### config.mk
export PLATFORM = sky130hd
export DESIGN_NAME = sawp_top
export DESIGN_NICKNAME = d
export VERILOG_FILES = /design/src/sawp_pkg.sv /design/src/sawp_led_if.sv /design/src/sawp_sync2.sv /design/src/sawp_blink.sv /design/src/sawp_top.sv
export VERILOG_INCLUDE_DIRS = /design/src /design/src/src
export SDC_FILE = /design/constraint.sdc
export NUM_CORES = 1
export LEC_CHECK = 0
export ABC_AREA = 1
export BUFFER_PORTS_ARGS = -buffer_cell sky130_fd_sc_hd__buf_2
export CAP_MARGIN = 20
export CORE_UTILIZATION = 41
export CTS_BUF_LIST = sky130_fd_sc_hd__clkbuf_4 sky130_fd_sc_hd__clkbuf_8
export CTS_CLUSTER_SIZE = 25
export DETAILED_ROUTE_END_ITERATION = 12
export PLACE_DENSITY = 0.67
export SLEW_MARGIN = 0
export SYNTH_ARGS = -nofsm -noshare
export SYNTH_HDL_FRONTEND = slang
export SYNTH_SLANG_ARGS = --single-unit
### constraint.sdc
create_clock -name aclk -period 2.8 [get_ports aclk]
set_input_delay 0.56 -clock aclk [delete_from_list [all_inputs] [get_ports aclk]]
set_output_delay 0.56 -clock aclk [all_outputs]
set_load 0.05 [all_outputs]
### src/sawp_consts.svh
// offsets, field positions, reset values and timing figures of the strap and wake-up block
`ifndef SAWP_CONSTS_SVH
`define SAWP_CONSTS_SVH
`define SAWP_CLK_HZ         100000000
`define SAWP_DEBOUNCE_MS    16
`define SAWP_BLINK_TICK_MS  125
`define SAWP_RING_WINDOW_MS 100
`define SAWP_RING_PULSES    4'h3
`define SAWP_CFG_BASE_LO    16'h002e
`define SAWP_CFG_BASE_HI    16'h004e
`define SAWP_OFF_CTRL       8'h00
`define SAWP_OFF_LED        8'h04
`define SAWP_OFF_STATUS     8'h08
`define SAWP_OFF_EVT        8'h0c
`define SAWP_OFF_MASK       8'h10
`define SAWP_CTRL_BTN       0
`define SAWP_CTRL_SUPPLY    1
`define SAWP_CTRL_GPO0      2
`define SAWP_CTRL_GPO1      3
`define SAWP_CTRL_RING_EN   4
`define SAWP_CTRL_BTN_EN    5
`define SAWP_CTRL_W         6
`define SAWP_CTRL_RST       6'h00
`define SAWP_EVT_PRESS      0
`define SAWP_EVT_RING       1
`define SAWP_EVT_RELEASE    2
`define SAWP_EVT_W          3
`define SAWP_RESP_OKAY      2'h0
`define SAWP_RESP_SLVERR    2'h2
`endif

### src/sawp_pkg.sv
// types shared by the strap and wake-up block
`include "sawp_consts.svh"
package sawp_pkg;
	typedef enum logic [2:0] {
		SAWP_LED_OFF, SAWP_LED_ON, SAWP_LED_Q25HZ, SAWP_LED_HALFHZ, SAWP_LED_1HZ, SAWP_LED_4HZ
	} sawp_led_mode_type;

	typedef struct packed {
		logic sys_rst_n;
		logic base;
		logic test;
		logic strap_a;
		logic strap_b;
		logic pol;
		logic btn_n;
		logic ring_n;
		logic s3;
		logic s5;
	} sawp_pins_type;

	typedef struct packed {
		sawp_pins_type s1;
		sawp_pins_type s2;
	} sawp_sync_state_type;

	typedef struct packed {
		logic led;
	} sawp_blink_state_type;

	typedef struct packed {
		logic                     aw_got;
		logic                     w_got;
		logic [7:0]               awaddr;
		logic [31:0]              wdata;
		logic [3:0]               wstrb;
		logic                     bvalid;
		logic [1:0]               bresp;
		logic                     rvalid;
		logic [31:0]              rdata;
		logic [1:0]               rresp;
		logic [`SAWP_CTRL_W-1:0]  ctrl;
		logic [2:0]               led1_mode;
		logic [2:0]               led2_mode;
		logic [`SAWP_EVT_W-1:0]   evt;
		logic [`SAWP_EVT_W-1:0]   mask;
		logic [1:0]               cap_cnt;
		logic                     cap_done;
		logic                     strap_a;
		logic                     strap_b;
		logic                     pol;
		logic                     rst_d;
		logic                     base_sel;
		logic                     test_mode;
		logic [23:0]              db_cnt;
		logic                     btn_pressed;
		logic                     ring_d;
		logic [3:0]               ring_cnt;
		logic [23:0]              ring_win;
		logic [23:0]              tick_cnt;
		logic [4:0]               phase;
	} sawp_state_type;
endpackage : sawp_pkg

### src/sawp_led_if.sv
// link between the top and one led waveform generator
`timescale 1ns/10ps
`default_nettype none
interface sawp_led_if;
	sawp_pkg::sawp_led_mode_type mode;
	logic [4:0]                  phase;
	logic                        led;
	modport ctl (output mode, output phase, input led);
	modport gen (input mode, input phase, output led);
endinterface : sawp_led_if
`default_nettype wire

### src/sawp_sync2.sv
// two-flop synchroniser for every pin that enters from outside the clock domain
`timescale 1ns/10ps
`default_nettype none
module sawp_sync2 (
	input  wire logic                    aclk,
	input  wire logic                    aresetn,
	input  wire sawp_pkg::sawp_pins_type d,
	output var  sawp_pkg::sawp_pins_type q
);
	import sawp_pkg::*;
	sawp_sync_state_type st_r;
	sawp_sync_state_type st_nxt;

	// first stage feeds only the second stage
	always_comb begin
		st_nxt    = st_r;
		st_nxt.s1 = d;
		st_nxt.s2 = st_r.s1;
	end

	always_ff @(posedge aclk) begin
		if (!aresetn) begin
			st_r <= '0;
		end else begin
			st_r <= st_nxt;
		end
	end

	assign q = st_r.s2;
endmodule : sawp_sync2
`default_nettype wire

### src/sawp_blink.sv
// one led output: steady level or blink picked from the shared phase counter
`timescale 1ns/10ps
`default_nettype none
module sawp_blink (
	input  wire logic aclk,
	input  wire logic aresetn,
	sawp_led_if.gen   led_io
);
	import sawp_pkg::*;
	sawp_blink_state_type st_r;
	sawp_blink_state_type st_nxt;

	// phase bit n has a period of 2^(n+1) ticks of 125 ms
	always_comb begin
		st_nxt = st_r;
		case (led_io.mode)
			SAWP_LED_ON:     st_nxt.led = 1'b1;
			SAWP_LED_Q25HZ:  st_nxt.led = led_io.phase[4];
			SAWP_LED_HALFHZ: st_nxt.led = led_io.phase[3];
			SAWP_LED_1HZ:    st_nxt.led = led_io.phase[2];
			SAWP_LED_4HZ:    st_nxt.led = led_io.phase[0];
			default:         st_nxt.led = 1'b0; // unused codes read as off
		endcase
	end

	always_ff @(posedge aclk) begin
		if (!aresetn) begin
			st_r <= '0;
		end else begin
			st_r <= st_nxt;
		end
	end

	assign led_io.led = st_r.led;
endmodule : sawp_blink
`default_nettype wire

### src/sawp_top.sv
// strap capture, standby wake-up pins, led blinking and register slave of the block
//
// Design decisions made here: the AXI4-Lite slave port and the placing of the registers.
`include "sawp_consts.svh"
`timescale 1ns/10ps
`default_nettype none
module sawp_top #(
	parameter logic [23:0] DEBOUNCE_CYCLES =
		24'(64'(`SAWP_DEBOUNCE_MS) * (`SAWP_CLK_HZ / 1000)),
	parameter logic [23:0] BLINK_TICK_CYCLES =
		24'(64'(`SAWP_BLINK_TICK_MS) * (`SAWP_CLK_HZ / 1000)),
	parameter logic [23:0] RING_WINDOW_CYCLES =
		24'(64'(`SAWP_RING_WINDOW_MS) * (`SAWP_CLK_HZ / 1000))
) (
	input  wire logic        aclk,
	input  wire logic        aresetn,
	input  wire logic [7:0]  s_axi_awaddr,
	input  wire logic        s_axi_awvalid,
	output logic             s_axi_awready,
	input  wire logic [31:0] s_axi_wdata,
	input  wire logic [3:0]  s_axi_wstrb,
	input  wire logic        s_axi_wvalid,
	output logic             s_axi_wready,
	output logic [1:0]       s_axi_bresp,
	output logic             s_axi_bvalid,
	input  wire logic        s_axi_bready,
	input  wire logic [7:0]  s_axi_araddr,
	input  wire logic        s_axi_arvalid,
	output logic             s_axi_arready,
	output logic [31:0]      s_axi_rdata,
	output logic [1:0]       s_axi_rresp,
	output logic             s_axi_rvalid,
	input  wire logic        s_axi_rready,
	output logic             irq,
	input  wire logic        sys_reset_n,
	input  wire logic        cfg_base_sel_strap,
	input  wire logic        test_mode_strap,
	input  wire logic        pwr_led_cfg_strap_a,
	input  wire logic        pwr_led_cfg_strap_b,
	input  wire logic        supply_on_polarity_strap,
	input  wire logic        pwr_button_in_n,
	input  wire logic        ring_in_n,
	input  wire logic        sleep_s3_to_s5_in,
	input  wire logic        sleep_s4_s5_in,
	output logic             pwr_button_out_n_o,
	output logic             pwr_button_out_n_oe,
	output logic             supply_on_out_o,
	output logic             supply_on_out_oe,
	output logic             wake_request_n_o,
	output logic             wake_request_n_oe,
	output logic             led1_out,
	output logic             led2_out,
	output logic             test_mode,
	input  wire logic [15:0] io_addr,
	output logic [15:0]      cfg_index_addr,
	output logic             cfg_index_hit,
	output logic             cfg_data_hit
);
	import sawp_pkg::*;

	sawp_state_type         st_r;
	sawp_state_type         st_nxt;
	sawp_pins_type          pins_raw;
	sawp_pins_type          pins_s;
	logic                   func_mode;
	logic                   wake_pend;
	logic                   supply_act;
	logic                   raw_pressed;
	logic                   db_accept;
	logic                   ring_fall;
	logic                   rst_edge;
	logic [`SAWP_EVT_W-1:0] evt_set;
	logic [`SAWP_EVT_W-1:0] evt_clr;
	logic [31:0]            status_word;

	// gather the asynchronous pins and bring them onto aclk
	assign pins_raw.sys_rst_n = sys_reset_n;
	assign pins_raw.base      = cfg_base_sel_strap;
	assign pins_raw.test      = test_mode_strap;
	assign pins_raw.strap_a   = pwr_led_cfg_strap_a;
	assign pins_raw.strap_b   = pwr_led_cfg_strap_b;
	assign pins_raw.pol       = supply_on_polarity_strap;
	assign pins_raw.btn_n     = pwr_button_in_n;
	assign pins_raw.ring_n    = ring_in_n;
	assign pins_raw.s3        = sleep_s3_to_s5_in;
	assign pins_raw.s5        = sleep_s4_s5_in;

	sawp_sync2 u_sync (
		.aclk    (aclk),
		.aresetn (aresetn),
		.d       (pins_raw),
		.q       (pins_s)
	);

	// shared pins take their power functions only with both straps low
	assign func_mode   = !st_r.strap_a && !st_r.strap_b;
	assign wake_pend   = (st_r.evt[`SAWP_EVT_PRESS] && st_r.ctrl[`SAWP_CTRL_BTN_EN]) ||
		(st_r.evt[`SAWP_EVT_RING] && st_r.ctrl[`SAWP_CTRL_RING_EN]);
	assign supply_act  = st_r.ctrl[`SAWP_CTRL_SUPPLY] || wake_pend;
	assign raw_pressed = !pins_s.btn_n;
	assign db_accept   = (raw_pressed != st_r.btn_pressed) &&
		(st_r.db_cnt == DEBOUNCE_CYCLES - 24'h000001);
	assign ring_fall   = st_r.ring_d && !pins_s.ring_n;
	assign rst_edge    = pins_s.sys_rst_n && !st_r.rst_d;

	// button events only count while the button pin carries its power function; ring events count in every mode
	assign evt_set[`SAWP_EVT_PRESS]   = func_mode && db_accept && raw_pressed;
	assign evt_set[`SAWP_EVT_RELEASE] = func_mode && db_accept && !raw_pressed;
	assign evt_set[`SAWP_EVT_RING]    = ring_fall &&
		(st_r.ring_cnt == `SAWP_RING_PULSES - 4'h1);
	assign evt_clr = (st_r.aw_got && st_r.w_got && !st_r.bvalid &&
		st_r.awaddr == `SAWP_OFF_EVT && st_r.wstrb[0]) ?
		st_r.wdata[`SAWP_EVT_W-1:0] : '0;

	// sleep inputs are only reported; the chipset owns their levels
	assign status_word = {22'h000000, wake_pend, pins_s.btn_n, pins_s.s5, pins_s.s3,
		st_r.btn_pressed, st_r.pol, st_r.strap_b, st_r.strap_a, st_r.test_mode, st_r.base_sel};

	// next-state logic for the whole block
	always_comb begin
		st_nxt = st_r;

		// standby straps: wait for the synchroniser to fill, then freeze
		if (!st_r.cap_done) begin
			if (st_r.cap_cnt == 2'h2) begin
				st_nxt.strap_a  = pins_s.strap_a;
				st_nxt.strap_b  = pins_s.strap_b;
				st_nxt.pol      = pins_s.pol;
				st_nxt.cap_done = 1'b1;
			end else begin
				st_nxt.cap_cnt = st_r.cap_cnt + 2'h1;
			end
		end

		// base and test straps follow the trailing edge of system reset
		st_nxt.rst_d = pins_s.sys_rst_n;
		if (rst_edge) begin
			st_nxt.base_sel  = pins_s.base;
			st_nxt.test_mode = pins_s.test;
		end

		// debounce: level must differ for the whole window before it is taken
		if (raw_pressed == st_r.btn_pressed) begin
			st_nxt.db_cnt = 24'h000000;
		end else if (db_accept) begin
			st_nxt.btn_pressed = raw_pressed;
			st_nxt.db_cnt      = 24'h000000;
		end else begin
			st_nxt.db_cnt = st_r.db_cnt + 24'h000001;
		end

		// ring: enough falling edges inside one window make a wake event
		st_nxt.ring_d = pins_s.ring_n;
		if (st_r.ring_cnt != 4'h0) begin
			st_nxt.ring_win = st_r.ring_win + 24'h000001;
			if (st_r.ring_win == RING_WINDOW_CYCLES - 24'h000001) begin
				st_nxt.ring_cnt = 4'h0; // window ran out, start over
			end
		end
		if (ring_fall) begin
			if (evt_set[`SAWP_EVT_RING]) begin
				st_nxt.ring_cnt = 4'h0;
			end else if (st_r.ring_cnt == 4'h0) begin
				st_nxt.ring_cnt = 4'h1;
				st_nxt.ring_win = 24'h000000;
			end else begin
				st_nxt.ring_cnt = st_r.ring_cnt + 4'h1;
			end
		end

		// 8 Hz tick drives the shared blink phase
		if (st_r.tick_cnt == BLINK_TICK_CYCLES - 24'h000001) begin
			st_nxt.tick_cnt = 24'h000000;
			st_nxt.phase    = st_r.phase + 5'h01;
		end else begin
			st_nxt.tick_cnt = st_r.tick_cnt + 24'h000001;
		end

		// bus write side: address and data are taken in either order
		if (s_axi_awvalid && s_axi_awready) begin
			st_nxt.aw_got = 1'b1;
			st_nxt.awaddr = s_axi_awaddr;
		end
		if (s_axi_wvalid && s_axi_wready) begin
			st_nxt.w_got = 1'b1;
			st_nxt.wdata = s_axi_wdata;
			st_nxt.wstrb = s_axi_wstrb;
		end
		if (st_r.bvalid && s_axi_bready) begin
			st_nxt.bvalid = 1'b0;
		end
		if (st_r.aw_got && st_r.w_got && !st_r.bvalid) begin
			st_nxt.aw_got = 1'b0;
			st_nxt.w_got  = 1'b0;
			st_nxt.bvalid = 1'b1;
			st_nxt.bresp  = `SAWP_RESP_OKAY;
			if (st_r.awaddr == `SAWP_OFF_CTRL) begin
				if (st_r.wstrb[0]) begin
					st_nxt.ctrl = st_r.wdata[`SAWP_CTRL_W-1:0];
				end
			end else if (st_r.awaddr == `SAWP_OFF_LED) begin
				if (st_r.wstrb[0]) begin
					st_nxt.led1_mode = st_r.wdata[2:0];
					st_nxt.led2_mode = st_r.wdata[6:4];
				end
			end else if (st_r.awaddr == `SAWP_OFF_MASK) begin
				if (st_r.wstrb[0]) begin
					st_nxt.mask = st_r.wdata[`SAWP_EVT_W-1:0];
				end
			end else if (st_r.awaddr == `SAWP_OFF_STATUS || st_r.awaddr == `SAWP_OFF_EVT) begin
				st_nxt.bresp = `SAWP_RESP_OKAY; // status ignores writes, events clear below
			end else begin
				st_nxt.bresp = `SAWP_RESP_SLVERR;
			end
		end

		// set beats clear so an event landing on a clear is not lost
		st_nxt.evt = (st_r.evt & ~evt_clr) | evt_set;

		// bus read side: one read at a time, data captured on acceptance
		if (st_r.rvalid && s_axi_rready) begin
			st_nxt.rvalid = 1'b0;
		end
		if (s_axi_arvalid && s_axi_arready) begin
			st_nxt.rvalid = 1'b1;
			st_nxt.rresp  = `SAWP_RESP_OKAY;
			st_nxt.rdata  = 32'h00000000;
			if (s_axi_araddr == `SAWP_OFF_CTRL) begin
				st_nxt.rdata = {26'h0000000, st_r.ctrl};
			end else if (s_axi_araddr == `SAWP_OFF_LED) begin
				st_nxt.rdata = {25'h0000000, st_r.led2_mode, 1'b0, st_r.led1_mode};
			end else if (s_axi_araddr == `SAWP_OFF_STATUS) begin
				st_nxt.rdata = status_word;
			end else if (s_axi_araddr == `SAWP_OFF_EVT) begin
				st_nxt.rdata = {29'h00000000, st_r.evt};
			end else if (s_axi_araddr == `SAWP_OFF_MASK) begin
				st_nxt.rdata = {29'h00000000, st_r.mask};
			end else begin
				st_nxt.rresp = `SAWP_RESP_SLVERR;
			end
		end
	end

	// all state in one register
	always_ff @(posedge aclk) begin
		if (!aresetn) begin
			st_r <= '0;
		end else begin
			st_r <= st_nxt;
		end
	end

	// handshake outputs
	assign s_axi_awready = !st_r.aw_got && !st_r.bvalid;
	assign s_axi_wready  = !st_r.w_got && !st_r.bvalid;
	assign s_axi_arready = !st_r.rvalid;
	assign s_axi_bvalid  = st_r.bvalid;
	assign s_axi_bresp   = st_r.bresp;
	assign s_axi_rvalid  = st_r.rvalid;
	assign s_axi_rdata   = st_r.rdata;
	assign s_axi_rresp   = st_r.rresp;
	assign irq           = |(st_r.evt & st_r.mask);

	// configuration pair decode; low strap keeps the common default pair
	assign cfg_index_addr = st_r.base_sel ? `SAWP_CFG_BASE_HI : `SAWP_CFG_BASE_LO;
	assign cfg_index_hit  = (io_addr == cfg_index_addr);
	assign cfg_data_hit   = (io_addr == cfg_index_addr + 16'h0001);
	assign test_mode      = st_r.test_mode;

	// button out: open-drain low while held, else standby out 0 push-pull
	assign pwr_button_out_n_o  = func_mode ? 1'b0 : st_r.ctrl[`SAWP_CTRL_GPO0];
	assign pwr_button_out_n_oe = func_mode ?
		(st_r.btn_pressed || st_r.ctrl[`SAWP_CTRL_BTN]) : 1'b1;

	// supply on: stage type follows the polarity strap; else standby out 1
	assign supply_on_out_o  = func_mode ?
		(st_r.pol ? supply_act : 1'b0) : st_r.ctrl[`SAWP_CTRL_GPO1];
	assign supply_on_out_oe = func_mode ? (st_r.pol ? 1'b1 : supply_act) : 1'b1;

	// wake request is open-drain so it works with only standby pull-up
	assign wake_request_n_o  = 1'b0;
	assign wake_request_n_oe = wake_pend;

	sawp_led_if led1_if ();
	sawp_led_if led2_if ();
	assign led1_if.mode  = sawp_led_mode_type'(st_r.led1_mode);
	assign led1_if.phase = st_r.phase;
	assign led2_if.mode  = sawp_led_mode_type'(st_r.led2_mode);
	assign led2_if.phase = st_r.phase;
	assign led1_out      = led1_if.led;
	assign led2_out      = led2_if.led;

	sawp_blink u_led1 (
		.aclk    (aclk),
		.aresetn (aresetn),
		.led_io  (led1_if.gen)
	);

	sawp_blink u_led2 (
		.aclk    (aclk),
		.aresetn (aresetn),
		.led_io  (led2_if.gen)
	);
endmodule : sawp_top
`default_nettype wire

# Word-level counts from Yosys, hierarchy flattened
# Cells that the tools add are included.
dict set report word_totals {
  register_bits 188
  inputBits 85
  output_inout_bits 69
  word_cells 186
}
dict set report op_classes {
  add_sub_neg 7
  n_eq_ne 27
  mux 37
  bitwise_logic 10
  reduce_logical 53
}
# operator n
set ops {}
lappend ops {{24-bit by 1-bit adder with 24-bit output (second input constant)} 3}
lappend ops {{28-bit two-way mux} 2}
lappend ops {{24-bit == test (second input constant)} 2}
lappend ops {{24-bit two-way mux} 2}
lappend ops {{35-bit two-way mux} 1}
lappend ops {{8-bit by 4-bit == test with 1-bit output (second input constant)} 4}
lappend ops {{32-bit two-way mux} 1}
lappend ops {{24-bit by 21-bit == test with 1-bit output (second input constant)} 1}
lappend ops {{1-bit logical AND} 21}
lappend ops {{10-bit two-way mux} 2}
lappend ops {{4-bit two-way mux} 5}
lappend ops {{2-bit two-way mux} 9}
lappend ops {{16-bit by 7-bit == test with 1-bit output} 1}
lappend ops {{16-bit by 8-bit == test with 1-bit output} 1}
lappend ops {{8-bit by 3-bit == test with 1-bit output (second input constant)} 2}
lappend ops {{8-bit by 5-bit == test with 1-bit output (second input constant)} 2}
lappend ops {{8-bit zero test} 2}
lappend ops {{3-bit by 2-bit == test with 1-bit output (second input constant)} 4}
lappend ops {{3-bit == test (second input constant)} 4}
lappend ops {{3-bit two-way mux} 4}
lappend ops {{1-bit case mux with 5 select lines} 2}
lappend ops {{1-bit zero test} 9}
lappend ops {{7-bit by 1-bit adder with 8-bit output (second input constant)} 1}
lappend ops {{1-bit two-way mux} 8}
lappend ops {{23 further kinds} 41}

# Depth between registers and ports, before layout
# Gate-level depths: netlist of run 1.
dict set report depth {
  word_depth 8
  depth_mapped 11
  ltp_nobuf 11
}

# By module
# A second synthesis of run 1 with hierarchy kept.
dict set report unflattened {
  hier_cells 1217
  area_unflattened_um2 8314.2
}
# module n_inst cells_each area_each_um2 seq_area_each_um2
set modules_own_cells {}
lappend modules_own_cells {sawp_top 1 1121 7576.0 2842.7}
lappend modules_own_cells {sawp_sync2 1 62 573.0 400.4}
lappend modules_own_cells {sawp_blink 2 17 82.6 20.0}

# Worst setup path before layout of run 1
# OpenSTA, ideal clock, no wires.
dict set report synth_timing {
  path_type {input -> output}
  from {input port io_addr[9]}
  to {output port cfg_data_hit}
  t_arrival_ps 2107
  required_time_ps 2240
  setup_slack_ps 133
  path_stages 3
  n_path_buf 0
  cell_sequence {nor4_1 nand4_1 nor3b_1}
}
dict set report synth_via {
  elab_chain_len 1
}
# item line_no
set synth_lines {}
lappend synth_lines {{start, declared} sawp_top.sv:54} ;# input wire logic [15:0] io_addr,
lappend synth_lines {{16-bit by 8-bit == test with 1-bit output} sawp_top.sv:267} ;# assign cfg_data_hit = (io_addr == cfg_index_addr + 16'h0001);
lappend synth_lines {{end, declared} sawp_top.sv:57} ;# output logic cfg_data_hit
# No other way between the ends.

# Worst setup path in the final report of run 1
dict set report layout_timing {
  from {register st_r[87] (netlist name)}
  to {output port supply_on_out_o}
}
dict set report layout_via {
  elab_chain_len 3
}
# item line_no
set layout_lines {}
lappend layout_lines {{start, declared} sawp_top.sv:61} ;# sawp_state_type st_r;
lappend layout_lines {{start signal, assigned} sawp_top.sv:249} ;# st_r <= st_nxt;
lappend layout_lines {{1-bit zero test} sawp_top.sv:96} ;# assign func_mode = !st_r.strap_a && !st_r.strap_b;
lappend layout_lines {{1-bit logical AND} sawp_top.sv:96}
lappend layout_lines {{1-bit two-way mux} sawp_top.sv:276} ;# assign supply_on_out_o = func_mode ?
lappend layout_lines {{end, declared} sawp_top.sv:47} ;# output logic supply_on_out_o,
# No other way between the ends.

==> results of run 1 <==
-- how the worst min path moves through the flow --
stage and to:
3_5_place_dp u_sync.q[7]$_SDFF_PN0_, 4_1_cts u_sync.st_nxt[8]$_SDFF_PN0_, 6_report u_sync.st_nxt[9]$_SDFF_PN0_, 5_1_grt u_sync.st_nxt[9]$_SDFF_PN0_, 3_3_place_gp u_sync.q[1]$_SDFF_PN0_, 2_1_floorplan u_sync.q[0]$_SDFF_PN0_
-- area by class of cell --
| type | instances | area, um2 |
|---|---|---|
| well taps | 265 | 332 |
| clock buffers | 17 | 234 |
| inverters | 150 | 563 |
| multi-input cells | 852 | 4120 |
| clock inverters | 15 | 183 |
| flip-flops and latches | 164 | 3280 |
| repair buffers | 89 | 465 |
| fillers | 2028 | 10500 |
-- cells in the mapped netlist, types with 3 or more instances --
master / instances / area (um2)
xnor2_1: 8 / 70.1
inv_2: 3 / 11.3
xor2_1: 18 / 158
nor2_4: 10 / 113
nand2_2: 5 / 31.3
buf_2: 5 / 25.0
a31oi_1: 4 / 25.0
nor3b_1: 3 / 22.5
nor2_2: 10 / 62.6
buf_4: 54 / 405
nor2_1: 175 / 657
a21oi_1: 90 / 450
inv_1: 147 / 552
nand4_1: 30 / 188
nor3_1: 19 / 95.1
nor3_2: 5 / 50.1
nand2_1: 263 / 987
nand3_1: 61 / 305
nand3_2: 4 / 40.0
o21ai_0: 62 / 310
nand3b_1: 12 / 90.1
dfxtp_1: 164 / 3280
or2_0: 3 / 18.8
clkbuf_1: 12 / 45.0
ha_1: 9 / 113
-- routing by layer --
layer | routed length (um) | vias up | GRT usage [%]
met2 | 8720 | 148 | 30.8
li1 | - | 3881 | -
met3 | 672 | 19 | 3.78
met5 | 0 | - | 0
met4 | 192 | 0 | 4.76
met1 | 8510 | 3275 | 22.4
-- worst max-delay path, cell delays in order (launching register included) --
cell and delay, ps:
dfxtp_1 340, nor2_1 420, nand2_1 100, o22ai_1 190
buf_2 300
-- logic make-up after synthesis --
| group | share of synthesized area, % |
|---|---|
| buffers and inverters | 13.0 |
| AND/OR/NAND/NOR | 33.1 |
| other | 0.0899 |
| adder cells (fa/ha/maj) | 1.35 |
| XOR/XNOR | 2.72 |
| flip-flops | 39.3 |
| AO/OA/AOI/OAI | 10.4 |
-- where the power goes --
group | switching [mW] | internal, mW | leakage (nW)
Combinational | 0.471 | 0.145 | 2.19
Sequential | 0.0555 | 2.42 | 1.33
Clock | 1.02 | 0.760 | 0.204
-- state kept, by name, indices dropped and copies added, names as in the netlist, 3 cells and up --
| name | flops |
|---|---|
| led1_if.mode | 3 |
| led1_if.phase | 5 |
| led2_if.mode | 3 |
| s_axi_rdata | 10 |
| st_r | 116 |
| u_sync.q | 10 |
| u_sync.st_nxt | 10 |
==> flow_metrics.tcl, run 1 <==
set metrics [dict create \
    place_ws_ps 645 \
    vias 7323 \
    final_common_cell "nand2_1" \
    min_from "sys_reset_n" \
    cts_buffers 17 \
    rsz0062_at_grt "false" \
    synth_seq_area_share_pct 39.3 \
    drv_cap 0 \
    async_reset_ff_share_pct 0 \
    first_global_vias 6513 \
    grt_usage_pct 17.9 \
    layout_common_cells "263 x nand2_1, 175 x nor2_1, 164 x dfxtp_1" \
    utilization_pct 46.6 \
    die_h_um 145 \
    power_density_nw_per_um2 531 \
    period_minus_slack_ps 2370 \
    fin_setup_tns_ps 0 \
    grt_overflow 0 \
    clkTransAtPathRegs_ps 100 \
    slew_headroom_pct 45.9 \
    start_util_pct 42.4 \
    drt-wirelength-per-cell_um 11.7 \
    synth-edff-count 0 \
    setup_ws_ps 427 \
    grt_first_pass_wirelength_mm 29.7 \
    clk_latency_ps 460 \
    numClockSinks 164 \
    reg2reg_from "st_r[59]$_SDFF_PP0_" \
    netlist_instances 1204 \
    areaGrowthSynthToFinish_pct 9.90 \
    ys.flop_type "dfxtp_1" \
    cp.arrival_ps 1810 \
    ant_nets 0 \
    syn_area_per_cell_um2 6.94 \
    drive_gt1_share_pct 13.0 \
    hold_buffers 0 \
    vdd_drop_max_uv 538 \
    fmax_ghz 0.421 \
    hold_class "input pin to flip-flop" \
    post_cts_buffers 0 \
    dpl.cell_count 1520 \
    placed_area_um2 8770 \
    hold_viol_final 0 \
    setup_violations 0 \
    period_share_pct 84.7 \
    worst_slew_pin_slew_ps 811 \
    drtIter0Drc 458 \
    ys_ff_latch 164 \
    io_buffers 86 \
    r2r_end "st_r[72]$_SDFF_PP0_" \
    nets 1368 \
    holdWs_ps 273 \
    r2r_cells 8 \
    tritoncts "yes" \
    cp-endpoint "supply_on_out_o" \
    fin_area_um2 9180 \
    die_x_um 145 \
    drc 0 \
    row_count 51 \
    die-area_um2 21000 \
    io_pins 154 \
    crit_type "flip-flop to output port" \
    core_region_area_um2 19700 \
    dpl.hpwl_mm 13.5 \
    diodes 0 \
    final-max-slew-violation-count 0 \
    cts-root-buf "clkbuf_8" \
    yosysWarnings 0 \
    antenna_found_initial 0 \
    end_kind "output port" \
    cts_htree_levels 4 \
    syn-cell-area_um2 8360 \
    critPathLaunch "st_r[87]$_SDFFE_PN0P_" \
    status "completed" \
    finalClockSkew_ps 19.1 \
    required_ps 2240 \
    first_pass_iters 7 \
    place.gp.congestion 0.947 \
    cts_resized 0 \
    reg2reg_slack_ps 930 \
    cts_buffer_depth 2 \
    power_mw 4.87 \
    wl_mm 18.1 \
    synth_cell_types 46 \
    worstHoldPathCells 3 \
    instances_no_fill 1552 \
    worstPathMaxFanout 7 \
    p_leak_nw 3.72 \
    avgViaCountPerCell 4.72 \
    grt_start_max_net_pins 53 \
    start_kind "flip-flop" \
]
Note: power is estimated with default switching activity, not from simulation.
==> run 2, diff against run 1 <==
==> constraint.sdc (replaced) <==
create_clock -name aclk -period 2.3 [get_ports aclk]
set_input_delay 0.46 -clock aclk [delete_from_list [all_inputs] [get_ports aclk]]
set_output_delay 0.46 -clock aclk [all_outputs]
set_load 0.05 [all_outputs]
==> flow_metrics.tcl, run 2 (same netlist as run 1, synthesis figures left out) <==
set metrics [dict create \
    place.gp.congestion 0.910 \
    diodes 0 \
    cts_buffer_depth 2 \
    final_common_cell "nand2_1" \
    clkTransAtPathRegs_ps 100 \
    avgViaCountPerCell 4.69 \
    largest_reg_flops 116 \
    vdd_drop_max_uv 337 \
    period_minus_slack_ps 2130 \
    crit_type "flip-flop to output port" \
    drc 0 \
    required_ps 1840 \
    areaGrowthSynthToFinish_pct 10.2 \
    nFillCells 2045 \
    multiInputGateArea_um2 4130 \
    period_share_pct 92.7 \
    cts_buffers 17 \
    row_count 51 \
    hold_buffers 0 \
    io_buffers 86 \
    cts_resized 0 \
    p_leak_nw 3.73 \
    status "completed" \
    worst_slew_pin_slew_ps 820 \
    clk_latency_ps 460 \
    critPathLaunch "st_r[96]$_SDFF_PN0_" \
    drt-wirelength-per-cell_um 11.5 \
    placed_area_um2 8790 \
    slew_headroom_pct 45.3 \
    worstPathMaxFanout 4 \
    rsz0062_at_grt "false" \
    power_mw 5.94 \
    register_area_um2 3280 \
    start_util_pct 42.4 \
    fin_area_um2 9210 \
    power_density_nw_per_um2 645 \
    post_cts_buffers 0 \
    finalClockSkew_ps 17.6 \
    min_from "supply_on_polarity_strap" \
    hold_viol_final 0 \
    drv_cap 0 \
    io_pins 154 \
    grt_overflow 0 \
    regMostFlops "st_r" \
    path_cells "a22o_1, nor2_1, o22ai_1, buf_2" \
    reg2reg_from "st_r[59]$_SDFF_PP0_" \
    die_x_um 145 \
    critical_path.max_stage_delay_ps 430 \
    die_h_um 145 \
    grt_usage_pct 17.8 \
    ant_nets 0 \
    cts-root-buf "clkbuf_8" \
    first_pass_iters 5 \
    final-max-slew-violation-count 0 \
    grt_start_max_net_pins 43 \
    start_kind "flip-flop" \
    wl_mm 17.9 \
    fin_setup_tns_ps 0 \
    end_kind "output port" \
    antenna_found_initial 0 \
    fmax_ghz 0.469 \
    drive_gt1_share_pct 13.3 \
    grt_first_pass_wirelength_mm 29.7 \
    dpl.hpwl_mm 13.6 \
    layout_common_cells "263 x nand2_1, 175 x nor2_1, 164 x dfxtp_1" \
    setup_violations 0 \
    tritoncts "yes" \
    nets 1371 \
    cp_slowest_cell "dfxtp_1" \
    core_region_area_um2 19700 \
    cp.arrival_ps 1670 \
    vias 7299 \
    first_global_vias 6528 \
    drtIter0Drc 430 \
    cts_htree_levels 4 \
    hold_class "input pin to flip-flop" \
    die-area_um2 21000 \
    numClockSinks 164 \
]
==> run 2: cell count changes in the layout (fill, tap and decap cells not counted), sizes merged <==
| cell | delta |
|---|---|
| buf | +2 |
| clkbuf | +1 |
| clkinvlp | +1 |
| inv | -1 |
==> run 2: path summary, 6_finish.rpt <==
kind	to	slack, ps	cells past startpoint
hold / removal	u_sync.st_nxt[4]$_SDFF_PN0_	170	3
setup / recovery	supply_on_out_o	170	4
setup reg to reg	st_r[70]$_SDFF_PP0_	420	8
hold reg to reg	u_sync.q[7]$_SDFF_PN0_	420	2
==> run 2: final cells by class <==
| class | count | share of cell area (%) |
|---|---|---|
| Multi-Input combinational cell | 852 | 44.9 |
| Sequential cell | 164 | 35.6 |
| Inverter | 150 | 6.11 |
| Timing Repair Buffer | 92 | 5.19 |
| Tap cell | 265 | 3.60 |
| Clock buffer | 17 | 2.54 |
| Clock inverter | 15 | 2.05 |
==> run 2: layer usage <==
| layer | global-route usage [%] | routed length (um) | vias to the layer above | share of wire, % |
|---|---|---|---|---|
| li1 | - | - | 3897 | - |
| met1 | 22.4 | 8530 | 3242 | 48 |
| met2 | 30.3 | 8490 | 144 | 48 |
| met3 | 4.15 | 676 | 16 | 3.8 |
| met4 | 4.93 | 162 | 0 | 0.91 |
| met5 | 0 | 0 | - | 0 |
==> run 2: metrics by stage <==
stage          hold WS, ps  utilization (%)  cells  setup WS, ps
6_report               173             46.7   1555           168
5_1_grt                142             46.7   1555          22.2
4_1_cts                135             46.7   1555           122
3_5_place_dp           399             44.6   1523           329
3_3_place_gp           394             44.6   1523           352
2_1_floorplan          390                -   1241           125
==> run 2: where the power goes <==
group          total (mW)  switching, mW  internal (mW)
registers            3.01         0.0671           2.94
logic               0.762          0.574          0.189
clock network        2.17           1.24          0.928
==> run 2: critical path: cells and delay by family (launching register included) <==
| kind | cells | cell delay [ps] |
|---|---|---|
| AO/OA/AOI/OAI | 2 | 410 |
| buffers and inverters | 1 | 300 |
| flip-flops | 1 | 430 |
| AND/OR/NAND/NOR | 1 | 80 |
